**config.mk**
```make
export PLATFORM = sky130hd
export DESIGN_NAME = btd_decoder
export DESIGN_NICKNAME = d
export VERILOG_FILES = /design/src/inc/btd_pkg.sv /design/src/design/btd_decoder.sv /design/src/design/btd_opcode_match.sv
export SDC_FILE = /design/constraint.sdc
export NUM_CORES = 1
export LEC_CHECK = 0
export ABC_AREA = 1
export BUFFER_PORTS_ARGS = -buffer_cell sky130_fd_sc_hd__buf_4
export CORE_UTILIZATION = 30
export CTS_BUF_LIST = sky130_fd_sc_hd__clkbuf_4 sky130_fd_sc_hd__clkbuf_8
export CTS_CLUSTER_DIAMETER = 150
export CTS_CLUSTER_SIZE = 20
export DETAILED_ROUTE_END_ITERATION = 10
export PLACE_DENSITY = 0.6
export SLEW_MARGIN = 40
export SYNTH_ARGS = -nofsm -noshare
export SYNTH_HDL_FRONTEND = slang
export SYNTH_SLANG_ARGS = --single-unit
export TNS_END_PERCENT = 20
```
**constraint.sdc**
```tcl
create_clock -name clk_in -period 1.7 [get_ports clk_in]
set_clock_uncertainty 0.2 [all_clocks]
set_input_delay 0 -clock clk_in [delete_from_list [all_inputs] [get_ports clk_in]]
set_output_delay 0 -clock clk_in [all_outputs]
set_load 0.01 [all_outputs]
```
**src/inc/btd_pkg.sv**
```systemverilog
// Constants for the bit-test, call and clear instruction decoder.
// Assumes a 14-bit instruction word and a 12-bit program counter.
package btd_pkg;
    localparam int          INSTR_W        = 14;
    localparam int          PC_W           = 12;
    localparam int          DATA_W         = 8;
    localparam int          FADDR_W        = 7;
    // Bit-test opcode fields: bits 13:9 select the group, 8:6 the bit, 5:0 the file.
    localparam logic [4:0]  OP_TEST_CLEAR  = 5'h0A;
    localparam logic [4:0]  OP_TEST_SET    = 5'h0B;
    localparam int          TEST_OP_HI     = 13;
    localparam int          TEST_OP_LO     = 9;
    localparam int          BIT_HI         = 8;
    localparam int          BIT_LO         = 6;
    localparam int          TFILE_HI       = 5;
    // Call: bits 13:12 equal 10b, bits 11:0 target.
    localparam logic [1:0]  OP_CALL        = 2'h2;
    // Clear file: bits 13:7 equal 0000011b, bits 6:0 address.
    localparam logic [6:0]  OP_ZERO_FILE   = 7'h03;
    localparam logic [13:0] OP_ZERO_WORK   = 14'h0140;
    localparam logic [7:0]  ZERO_DATA      = 8'h00;
    localparam logic [11:0] PC_RESET       = 12'h000;
    localparam logic [11:0] PC_ONE         = 12'h001;
    typedef enum logic [1:0] {BTD_EXEC, BTD_FLUSH, BTD_CALL2} btd_state_t;
endpackage

```
**src/design/btd_decoder.sv**
```systemverilog
// Decode and execute slice for bit tests, subroutine call and clears.
// Assumes the core presents one instruction per cycle with its address, and
// returns the addressed file register contents combinationally.
`timescale 1ns/100ps
// Functional notes
// - Skip-if-clear: bit one runs next instruction, bit zero replaces it with NOP.
// - Skip-if-set decodes 01 011b bbff ffff, bit 0..7, file 00h..3Fh, no flags.
// - Skip-if-set: bit zero runs next instruction, bit one replaces it with NOP.
// - Call first pushes the address after the call onto the return stack.
// - Call loads the 12-bit target into the program counter, flags untouched.
// - Call takes exactly two instruction cycles.
// - Clear-file decodes 00 0001 1fff ffff, writes 00h, sets zero flag, one cycle.
// - Clear-working decodes 00 0001 0100 0000, writes 00h to W, sets zero flag.
module btd_decoder
    import btd_pkg::*;
(
    // Clock and reset
    input  wire logic               clk_in,
    input  wire logic               rst_in,
    // Instruction fetch
    input  wire logic [INSTR_W-1:0] instr_in,
    input  wire logic               instr_valid_in,
    input  wire logic [PC_W-1:0]    pc_in,
    // File register read
    output logic [FADDR_W-1:0]      file_addr_out,
    input  wire logic [DATA_W-1:0]  file_data_in,
    // File register write
    output logic                    file_we_out,
    output logic [DATA_W-1:0]       file_wdata_out,
    // Working register and zero flag
    output logic                    work_we_out,
    output logic [DATA_W-1:0]       work_wdata_out,
    output logic                    zero_set_out,
    // Program counter and stack
    output logic                    pc_load_out,
    output logic [PC_W-1:0]         pc_target_out,
    output logic                    stack_push_out,
    output logic [PC_W-1:0]         stack_top_entry_out,
    // Sequencing
    output logic                    stall_out,
    output logic                    discard_out
);
    // Sequencer state.
    btd_state_t         state;
    btd_state_t         next_state;
    logic               in_exec;
    logic               in_flush;
    logic               in_call2;

    // Class strobes from the pattern matcher.
    logic               is_tc;
    logic               is_ts;
    logic               is_call;
    logic               is_zf;
    logic               is_zw;
    logic               is_test;

    // Operand fields.
    logic [2:0]         bit_sel;
    logic [DATA_W-1:0]  bit_onehot;
    logic               bit_val;
    logic [FADDR_W-1:0] test_addr;
    logic [FADDR_W-1:0] plain_addr;
    logic [PC_W-1:0]    return_addr;

    // Execute qualifiers.
    logic               exec;
    logic               skip_on_clear;
    logic               skip_on_set;
    logic               skip;
    logic               do_call;
    logic               do_zf;
    logic               do_zw;
    logic               go_flush;
    logic               go_call2;

    // Next values of the registered outputs.
    logic [DATA_W-1:0]  next_file_wdata;
    logic [DATA_W-1:0]  next_work_wdata;
    logic [PC_W-1:0]    next_stack_top_entry;

    btd_opcode_match u_match (
        .instr_in          (instr_in),
        .is_test_clear_out (is_tc),
        .is_test_set_out   (is_ts),
        .is_call_out       (is_call),
        .is_zero_file_out  (is_zf),
        .is_zero_work_out  (is_zw)
    );

    assign in_exec  = (state == BTD_EXEC);
    assign in_flush = (state == BTD_FLUSH);
    assign in_call2 = (state == BTD_CALL2);
    assign exec     = instr_valid_in && in_exec;
    assign is_test  = is_tc || is_ts;

    // A one-hot mask keeps the tested bit an AND-OR tree instead of a variable index.
    assign bit_sel = instr_in[BIT_HI:BIT_LO];
    for (genvar b = 0; b < DATA_W; b++) begin : g_bit
        assign bit_onehot[b] = (bit_sel == 3'(b));
    end
    assign bit_val = |(bit_onehot & file_data_in);

    // The test itself never touches a flag; it only decides the fate of the next slot.
    assign skip_on_clear = is_tc && !bit_val;
    assign skip_on_set   = is_ts && bit_val;
    assign skip          = exec && (skip_on_clear || skip_on_set);
    assign do_call       = exec && is_call;
    assign do_zf         = exec && is_zf;
    assign do_zw         = exec && is_zw;
    assign go_flush      = skip;
    assign go_call2      = do_call;

    // Bit tests only reach files 00h..3Fh, so the top address bit is forced low.
    assign test_addr     = {1'b0, instr_in[TFILE_HI:0]};
    assign plain_addr    = instr_in[FADDR_W-1:0];
    assign file_addr_out = is_test ? test_addr : plain_addr;

    // Write strobes are suppressed while a discarded slot is flushed.
    assign file_we_out    = do_zf;
    assign work_we_out    = do_zw;
    assign zero_set_out   = do_zf || do_zw;
    assign stack_push_out = do_call;
    assign pc_load_out    = do_call;
    assign pc_target_out  = instr_in[PC_W-1:0];
    assign stall_out      = in_call2;
    assign discard_out    = in_flush;

    assign return_addr          = pc_in + PC_ONE;
    assign next_file_wdata      = ZERO_DATA;
    assign next_work_wdata      = ZERO_DATA;
    // The entry is held between calls, so the stack may take it on the cycle after the push strobe.
    assign next_stack_top_entry = do_call ? return_addr : stack_top_entry_out;

    always_comb begin
        next_state = BTD_EXEC;
        unique case (state)
            BTD_EXEC: begin
                if (go_flush) begin
                    next_state = BTD_FLUSH;
                end else if (go_call2) begin
                    next_state = BTD_CALL2;
                end
            end
            BTD_FLUSH: begin
                next_state = BTD_EXEC;
            end
            BTD_CALL2: begin
                next_state = BTD_EXEC;
            end
        endcase
    end

    always_ff @(posedge clk_in or posedge rst_in) begin
        if (rst_in) begin
            state <= BTD_EXEC;
        end else begin
            state <= next_state;
        end
    end

    always_ff @(posedge clk_in or posedge rst_in) begin
        if (rst_in) begin
            file_wdata_out <= ZERO_DATA;
        end else begin
            file_wdata_out <= next_file_wdata;
        end
    end

    always_ff @(posedge clk_in or posedge rst_in) begin
        if (rst_in) begin
            work_wdata_out <= ZERO_DATA;
        end else begin
            work_wdata_out <= next_work_wdata;
        end
    end

    always_ff @(posedge clk_in or posedge rst_in) begin
        if (rst_in) begin
            stack_top_entry_out <= PC_RESET;
        end else begin
            stack_top_entry_out <= next_stack_top_entry;
        end
    end
endmodule

```
**src/design/btd_opcode_match.sv**
```systemverilog
// Opcode classifier for the decoder: pure combinational pattern matching.
// Assumes the instruction word is stable for the whole cycle.
`timescale 1ns/100ps
module btd_opcode_match
    import btd_pkg::*;
(
    // Instruction word
    input  wire logic [INSTR_W-1:0] instr_in,
    // Class strobes
    output logic                    is_test_clear_out,
    output logic                    is_test_set_out,
    output logic                    is_call_out,
    output logic                    is_zero_file_out,
    output logic                    is_zero_work_out
);
    assign is_test_clear_out = (instr_in[TEST_OP_HI:TEST_OP_LO] == OP_TEST_CLEAR);
    assign is_test_set_out   = (instr_in[TEST_OP_HI:TEST_OP_LO] == OP_TEST_SET);
    assign is_call_out       = (instr_in[INSTR_W-1:PC_W] == OP_CALL);
    assign is_zero_file_out  = (instr_in[INSTR_W-1:FADDR_W] == OP_ZERO_FILE);
    assign is_zero_work_out  = (instr_in == OP_ZERO_WORK);
endmodule

```
==> flow_metrics.tcl, run 1 <==
set metrics [dict create \
    status "finished with violations" \
    violations "DRC" \
    design_power_total_mw 1.255 \
    ff2ff_path_depth 9 \
    synth-seq-cells 14 \
    clockRootBuffer "clkbuf_8" \
    via_per_inst 4.194 \
    grt_max_degree 18 \
    cts_tree "built" \
    setup_slack_ns 0.02372 \
    route.vias.total 1296 \
    portBuffers 74 \
    hold_end "pc_target_out[11]" \
    diodes 0 \
    worst_pin_slew_ns 0.5402 \
    track_usage_pct 13.82 \
    cts_buffers 3 \
    placed_cell_area_sq_um 1664 \
    grt_pass1_wl_mm 4.788 \
    arrival_ns 1.48 \
    synth_warnings 0 \
    r2r_slack_ns 0.06 \
    hold_class "input port to output port" \
    syn_area_sq_um 1244 \
    fin_area_sq_um 1958 \
    grt.overflow.total 0 \
    required_ns 1.50 \
    synth-edff-count 0 \
    area_growth_pct 57.44 \
    stdcell_count 309 \
    criticalPathCategory "flop to output port" \
    fmax_mhz 596.6 \
    die_y_microns 66.39 \
    antenna_found_initial 0 \
    routed_wl_mm 2.921 \
    max_slew_margin_pct 63.95 \
    antenna_left 0 \
    place_inst 282 \
    synth.distinct_cells 24 \
    setup-violations-final 0 \
    die_width_microns 66.39 \
    wire_per_inst_microns 9.453 \
    fp.coreArea_sq_um 4000 \
    start_util_pct 31.09 \
    min_path_cells 2 \
    fin_nets 301 \
    grt_setup_unrepaired "yes" \
    pre_cts_slack_ns 0.1232 \
    cellPowerDensity_nw_per_um2 640.7 \
    max-vdd-ir-drop_uv 490.9 \
    drt-pass1-iter-count 7 \
    startpoint_type "flop" \
    final_max_slew_viol_count 0 \
    clock-sinks 14 \
    grt_pass1_vias 1197 \
    gp_congestion 0.7145 \
    insertion_delay_ns 0.24 \
    netlist_instances 178 \
    maxCapViolCount 0 \
    period_needed_ns 1.676 \
    cp-end-kind "output port" \
    hold_viol 0 \
    cts_htree_levels 1 \
    hp-start "instr_in[11]" \
    ys_async_sr_fraction_pct 100.0 \
    min_period_over_period_pct 98.60 \
    p_leak_nw 1.072 \
    drcViolationCount 2 \
    dieArea_sq_um 4407 \
    dpl.hpwl_mm 2.253 \
    r2r_start "state[0]$_DFF_PP0_" \
    syn_avg_cell_area_sq_um 6.987 \
    fp-row-count 23 \
    ioPinCount 91 \
    ctsLongestPathBuffers 2 \
    synthFlopType "dfrtp_1" \
    drt_iter0_markers 40 \
    clkSlewWorstSetupHoldPaths_ns 0.06 \
    cp_max_fo 10 \
    r2r_end "stack_top_entry_out[8]$_DFFE_PP0P_" \
    drive_gt1_share_pct 36.68 \
    ys_seq_area_share_pct 28.17 \
]
[flip-flops by register name (all words and copies together), names as in the netlist]
| signal | flops |
|---|---|
| stack_top_entry_out | 12 |
| state | 2 |
[worst max path at each step]
stage                                  start                            endpoint  slack (ns)  cells past startpoint
after floorplan           state[0]$_DFF_PP0_  stack_top_entry_out[4]$_DFFE_PP0P_        0.02                      8
after global placement    state[0]$_DFF_PP0_  stack_top_entry_out[8]$_DFFE_PP0P_        0.18                      8
after detailed placement  state[0]$_DFF_PP0_  stack_top_entry_out[8]$_DFFE_PP0P_        0.12                      8
after CTS                 state[0]$_DFF_PP0_                        zero_set_out        0.03                      7
after global routing      state[0]$_DFF_PP0_                      stack_push_out       -0.05                      7
final                     state[0]$_DFF_PP0_                      stack_push_out        0.02                      7
[repair_timing]
item	in CTS	in global routing
hold buffers	19	0
pin swaps	0	6
hold endpoints to repair	32	0
setup buffers	0	4
resized for setup	2	6
setup endpoints to repair	1	5
[metrics by stage]
stage	util (%)	hold WS, ns	TNS (ns)
floorplan	-	-0.3108	0
global placement	41.60	-0.1169	0
detailed placement	41.60	-0.1094	0
CTS	47.79	0.002340	0
global route	48.95	0.01464	-0.3924
finish	48.95	0.005107	0
[cell type report]
class / count / area [sq um]
multi-input combinational: 119 / 599.3
inverter: 24 / 92.59
sequential: 14 / 350.3
clock buffer: 4 / 55.05
timing repair buffer: 98 / 798.3
tap: 50 / 62.56
fill: 407 / 2042
[report_power, final]
part | internal [mW] | switching (mW)
Clock | 0.205 | 0.111
Combinational | 0.266 | 0.230
Sequential | 0.401 | 0.0422
[cells in the final DEF, fill, tap and decap left out, types with 2 or more instances in the layout]
cell type,instances
buf_4,78
nand2_1,39
inv_1,20
dlygate4sd3_1,18
nand3_1,16
conb_1,16
nor2_1,14
dfrtp_1,14
o21ai_1,6
ha_1,4
clkbuf_8,4
inv_2,3
xor2_1,3
o21ai_0,3
nor3_1,3
a21oi_1,2
nand4_1,2
o21ai_2,2
[layer usage]
layer	GRT usage, %	routed length (microns)	up-vias
met4	2.394	14	0
met3	2.586	290	4
li1	-	-	667
met5	0	0	-
met1	15.55	1210	558
met2	26.79	1405	67
[logic make-up after synthesis]
| logic type | Yosys count | synth area share (%) |
|---|---|---|
| and+or+nand+nor | 81 | 28.87 |
| buffers and inverters | 60 | 29.48 |
| other | 1 | 0.3015 |
| DFF | 14 | 28.17 |
| AOI/OAI and AO/OA | 14 | 6.338 |
| adders and majority gates | 4 | 4.024 |
| xor gates and xnor gates | 4 | 2.817 |
[critical path, stage by stage, from the launching register on]
cell,delay [ns]
dfrtp_1,0.38
inv_2,0.06
ha_1,0.15
nand2_2,0.07
buf_4,0.15
nor3_4,0.15
buf_12,0.16
buf_4,0.12
[cells in the mapped netlist (2+ instances only)]
cell,n,area (sq um)
dfrtp_1,14,350.3
o21ai_0,4,20.02
o21ai_1,5,25.02
nor3_1,4,20.02
nand3_1,16,80.08
a21oi_1,2,10.01
inv_1,22,82.58
nor2_1,15,56.30
buf_4,35,262.8
nand2_1,40,150.1
xor2_1,3,26.28
o21ai_2,2,17.52
nand4_1,2,12.51
ha_1,4,50.05
Note: power is estimated with default switching activity, not from simulation.
==> run 2: changes to the inputs <==
==> constraint.sdc (replaced) <==
create_clock -name clk_in -period 2 [get_ports clk_in]
set_clock_uncertainty 0.2 [all_clocks]
set_input_delay 0 -clock clk_in [delete_from_list [all_inputs] [get_ports clk_in]]
set_output_delay 0 -clock clk_in [all_outputs]
set_load 0.01 [all_outputs]
==> flow_metrics.tcl, run 2 (synthesis results as in run 1) <==
set metrics [dict create \
    top_register "stack_top_entry_out" \
    grt_max_degree 18 \
    hold_viol 1 \
    max-vdd-ir-drop_uv 305.6 \
    routed_wl_mm 3.054 \
    gp_congestion 0.7531 \
    grt.overflow.total 0 \
    cts_tree "built" \
    die_width_microns 66.39 \
    worst_pin_slew_ns 0.5362 \
    status "finished with violations" \
    maxCapViolCount 0 \
    reg_top3 "stack_top_entry_out (12), state (2)" \
    cp-end-kind "flop" \
    hold_end "state[0]$_DFF_PP0_" \
    cts_buffers 3 \
    max_slew_margin_pct 64.21 \
    ioPinCount 91 \
    start_util_pct 31.09 \
    cellPowerDensity_nw_per_um2 527.0 \
    cp_max_fo 3 \
    grt_pass1_wl_mm 4.836 \
    dpl.hpwl_mm 2.313 \
    crit_start "instr_in[10]" \
    design_power_total_mw 1.011 \
    path_cells "dlygate4sd3_1, buf_4, inv_1, nor3_2, nand3_1, dlygate4sd3_1, nand2_1, nand3_1, nor2_1" \
    drcViolationCount 0 \
    grt_setup_unrepaired "no" \
    die_y_microns 66.39 \
    cp_top_family "buffers and inverters" \
    track_usage_pct 14.46 \
    period_needed_ns 1.872 \
    layout_commonest_cell "buf_4" \
    violations "hold timing" \
    fin_tns_setup_ns 0 \
    fp.coreArea_sq_um 4000 \
    cts_htree_levels 1 \
    clockRootBuffer "clkbuf_8" \
    hp-start "file_data_in[0]" \
    critPathMaxStageDelay_ns 0.58 \
    clkSlewWorstSetupHoldPaths_ns 0.05 \
    criticalPathCategory "input port to flop" \
    fmax_mhz 534.3 \
    final_max_slew_viol_count 0 \
    drive_gt1_share_pct 33.07 \
    diodes 0 \
    antenna_found_initial 0 \
    required_ns 1.97 \
    area_growth_pct 54.23 \
    portBuffers 74 \
    largest_register_ffs 12 \
    min_path_cells 6 \
    fin_nets 300 \
    worst-path-buf-inv 4 \
    grt_pass1_vias 1181 \
    startpoint_type "input port" \
    p_leak_nw 1.050 \
    drt_iter0_markers 18 \
    cts_setup_buffers 0 \
    wire_per_inst_microns 9.948 \
    antenna_left 0 \
    insertion_delay_ns 0.24 \
    r2r_start "state[0]$_DFF_PP0_" \
    r2r_end "stack_top_entry_out[9]$_DFFE_PP0P_" \
    fp-row-count 23 \
    final_cell_mix "75 x buf_4, 40 x nand2_1, 22 x inv_1, 22 x dlygate4sd3_1" \
    critPathSlowestCell "dlygate4sd3_1" \
    hold_class "input port to flop" \
    holdWs_ns -0.0006001 \
    min_period_over_period_pct 93.58 \
    setup-violations-final 0 \
    drt-pass1-iter-count 4 \
    r2r_slack_ns 0.38 \
    ff2ff_path_depth 7 \
    clock-sinks 14 \
    via_per_inst 4.189 \
    ctsLongestPathBuffers 2 \
    route.vias.total 1286 \
    arrival_ns 1.85 \
    dieArea_sq_um 4407 \
]
==> run 2: cell types whose count changed in the layout (fill, tap and decap cells not counted), sizes merged <==
cell          delta
clkbuf           -1
dlymetal6s4s     -1
buf              -4
dlygate4sd3      +4
==> run 2: report_power, final <==
part           switching (mW)  internal (mW)
Clock                  0.0891          0.133
Sequential             0.0351          0.341
Combinational           0.193          0.220
Total                   0.317          0.694
==> run 2: worst max path at each step <==
| stage | end | slack, ns | cells past startpoint |
|---|---|---|---|
| 2_1_floorplan | stack_top_entry_out[4]$_DFFE_PP0P_ | 0.32 | 8 |
| 3_3_place_gp | stack_top_entry_out[9]$_DFFE_PP0P_ | 0.43 | 7 |
| 3_5_place_dp | stack_top_entry_out[9]$_DFFE_PP0P_ | 0.36 | 7 |
| 4_1_cts | state[0]$_DFF_PP0_ | 0.07 | 9 |
| 5_1_grt | stack_top_entry_out[5]$_DFFE_PP0P_ | 0.02 | 8 |
| 6_report | state[0]$_DFF_PP0_ | 0.13 | 9 |
==> run 2: per-stage QoR <==
stage	instance area [sq um]	hold slack, ns	setup WS (ns)	util, %	cells
final	1918	-0.0006001	0.1284	47.95	307
after CTS	1913	0.002347	0.07470	47.83	307
after floorplan	1300	-0.3108	0.3214	-	193
after detailed placement	1652	-0.1052	0.3591	41.29	282
after global routing	1918	0.006035	0.02437	47.95	307
after global placement	1652	-0.1143	0.4330	41.29	282
==> run 2: repair_timing <==
item | CTS | global route
endpoints found under the hold margin | 35 | 0
gates resized for setup | 0 | 1
hold buffers | 22 | 0
setup endpoints to repair | 0 | 1
==> run 2: layer usage <==
layer | wire length [microns] | up-vias | GRT usage (%)
li1 | - | 669 | -
met1 | 1276 | 548 | 14.97
met2 | 1480 | 64 | 29.08
met3 | 250 | 5 | 1.379
met4 | 46 | 0 | 5.585
met5 | 0 | - | 0
==> run 2: cell type report <==
cell class / instances / area (sq um)
Fill cell: 429 / 2082
Timing Repair Buffer: 97 / 783.3
Inverter: 24 / 92.59
Tap cell: 50 / 62.56
Sequential cell: 14 / 350.3
Clock buffer: 3 / 41.29
Multi-Input combinational cell: 119 / 588.1
==> run 2: worst reg2reg max path, delay by kind of cell (launching register included) <==
kind	cells	cell delay (ns)
DFF	1	0.37
AOI/OAI and AO/OA	1	0.12
adders and majority gates	1	0.15
buffers and inverters	2	0.29
and+or+nand+nor	3	0.41
==> run 3: changes to the inputs <==
==> constraint.sdc (replaced) <==
create_clock -name clk_in -period 2.36 [get_ports clk_in]
set_clock_uncertainty 0.2 [all_clocks]
set_input_delay 0 -clock clk_in [delete_from_list [all_inputs] [get_ports clk_in]]
set_output_delay 0 -clock clk_in [all_outputs]
set_load 0.01 [all_outputs]
==> flow_metrics.tcl, run 3 (synthesis results as in run 1) <==
set metrics [dict create \
    drive_gt1_share_pct 32.18 \
    r2r_end "stack_top_entry_out[9]$_DFFE_PP0P_" \
    routed_wl_mm 3.067 \
    fin_area_sq_um 1959 \
    fmax_mhz 458.7 \
    critPathSlowestCell "dlygate4sd3_1" \
    worst-path-buf-inv 2 \
    portBuffers 74 \
    max-vdd-ir-drop_uv 297.6 \
    track_usage_pct 14.54 \
    drt_iter0_markers 33 \
    drt-pass1-iter-count 7 \
    gp_congestion 0.7657 \
    period_needed_ns 2.180 \
    min_path_cells 6 \
    grt_pass1_wl_mm 4.878 \
    insertion_delay_ns 0.24 \
    dieArea_sq_um 4407 \
    diodes 0 \
    via_per_inst 4.186 \
    reg_top3 "stack_top_entry_out (12), state (2)" \
    top_register "stack_top_entry_out" \
    drcViolationCount 2 \
    required_ns 2.34 \
    ff2ff_path_depth 7 \
    cts_setup_buffers 0 \
    antenna_left 0 \
    cp-end-kind "flop" \
    stdcell_count 311 \
    path_cells "inv_1, ha_1, nand2_1, nor3_4, nor2_1, a31oi_1, dlygate4sd3_1" \
    die_y_microns 66.39 \
    antenna_found_initial 0 \
    route.vias.total 1302 \
    final_max_slew_viol_count 0 \
    grt_pass1_vias 1204 \
    r2r_start "state[0]$_DFF_PP0_" \
    placed_cell_area_sq_um 1644 \
    hold_class "input port to flop" \
    worst_pin_slew_ns 0.5366 \
    wire_per_inst_microns 9.862 \
    start_util_pct 31.09 \
    ioPinCount 91 \
    hold_end "state[0]$_DFF_PP0_" \
    holdBufCountCts 26 \
    ctsLongestPathBuffers 2 \
    max_slew_margin_pct 64.19 \
    pre_cts_slack_ns 0.4959 \
    status "finished with violations" \
    place_inst 281 \
    hold_viol 1 \
    grt.overflow.total 0 \
    holdWs_ns -0.005899 \
    violations "DRC, hold timing" \
    layout_commonest_cell "buf_4" \
    setup_slack_ns 0.1799 \
    arrival_ns 2.16 \
    hp-start "file_data_in[4]" \
    fp-row-count 23 \
    grt_max_degree 18 \
    critPathMaxStageDelay_ns 0.56 \
    cts_htree_levels 1 \
    setup-violations-final 0 \
    startpoint_type "flop" \
    criticalPathCategory "flop to flop" \
    clock-sinks 14 \
    fin_util_pct 48.98 \
    p_leak_nw 1.062 \
    design_power_total_mw 0.9080 \
    cellPowerDensity_nw_per_um2 463.4 \
    cp_max_fo 11 \
    fin_tns_setup_ns 0 \
    area_growth_pct 57.55 \
    grt_setup_unrepaired "no" \
    r2r_slack_ns 0.18 \
    final_cell_mix "74 x buf_4, 40 x nand2_1, 26 x dlygate4sd3_1" \
    cts_tree "built" \
    clkSlewWorstSetupHoldPaths_ns 0.06 \
    largest_register_ffs 12 \
    cts_buffers 3 \
    maxCapViolCount 0 \
    fin_nets 303 \
    min_period_over_period_pct 92.38 \
    cts_resized 0 \
    die_width_microns 66.39 \
    fp.coreArea_sq_um 4000 \
    cp_top_family "buffers and inverters" \
    dpl.hpwl_mm 2.332 \
    clockRootBuffer "clkbuf_8" \
]
==> run 3: changes by cell type in the layout (fill, tap and decap cells not counted), sizes merged <==
| cell | previous run | this run |
|---|---|---|
| dlygate4sd3 | 22 | 26 |
| clkbuf | 3 | 4 |
| buf | 75 | 74 |
==> run 3: worst max-delay path by stage <==
stage,cells past startpoint,start,endpoint
3_3_place_gp,7,state[0]$_DFF_PP0_,stack_top_entry_out[8]$_DFFE_PP0P_
6_report,7,state[0]$_DFF_PP0_,stack_top_entry_out[9]$_DFFE_PP0P_
2_1_floorplan,8,state[0]$_DFF_PP0_,stack_top_entry_out[4]$_DFFE_PP0P_
5_1_grt,11,pc_in[0],stack_top_entry_out[10]$_DFFE_PP0P_
4_1_cts,7,state[0]$_DFF_PP0_,stack_top_entry_out[9]$_DFFE_PP0P_
3_5_place_dp,7,state[0]$_DFF_PP0_,stack_top_entry_out[8]$_DFFE_PP0P_
==> run 3: layer usage <==
metal	vias up	wire, microns	global-route usage (%)
met5	-	0	0
met1	565	1290	16.25
met2	63	1457	27.42
li1	670	-	-
met3	4	270	1.897
met4	0	49	5.585
==> run 3: cell type report <==
type / count / area [sq um]
Fill cell: 411 / 2041
Timing Repair Buffer: 100 / 815.8
Multi-Input combinational cell: 119 / 583.1
Sequential cell: 14 / 350.3
Inverter: 24 / 92.59
Tap cell: 50 / 62.56
Clock buffer: 4 / 55.05
==> run 3: where the power goes <==
part / internal [mW] / switching [mW]
clock network: 0.148 / 0.0840
registers: 0.289 / 0.0320
logic: 0.191 / 0.164
==> run 3: tightest hold or removal path: stages <==
cell and delay [ns]:
buf_4 0.08, a21oi_1 0.05, nand2_1 0.07, nand3_1 0.07, nand3_1 0.08, nor2_1 0.04
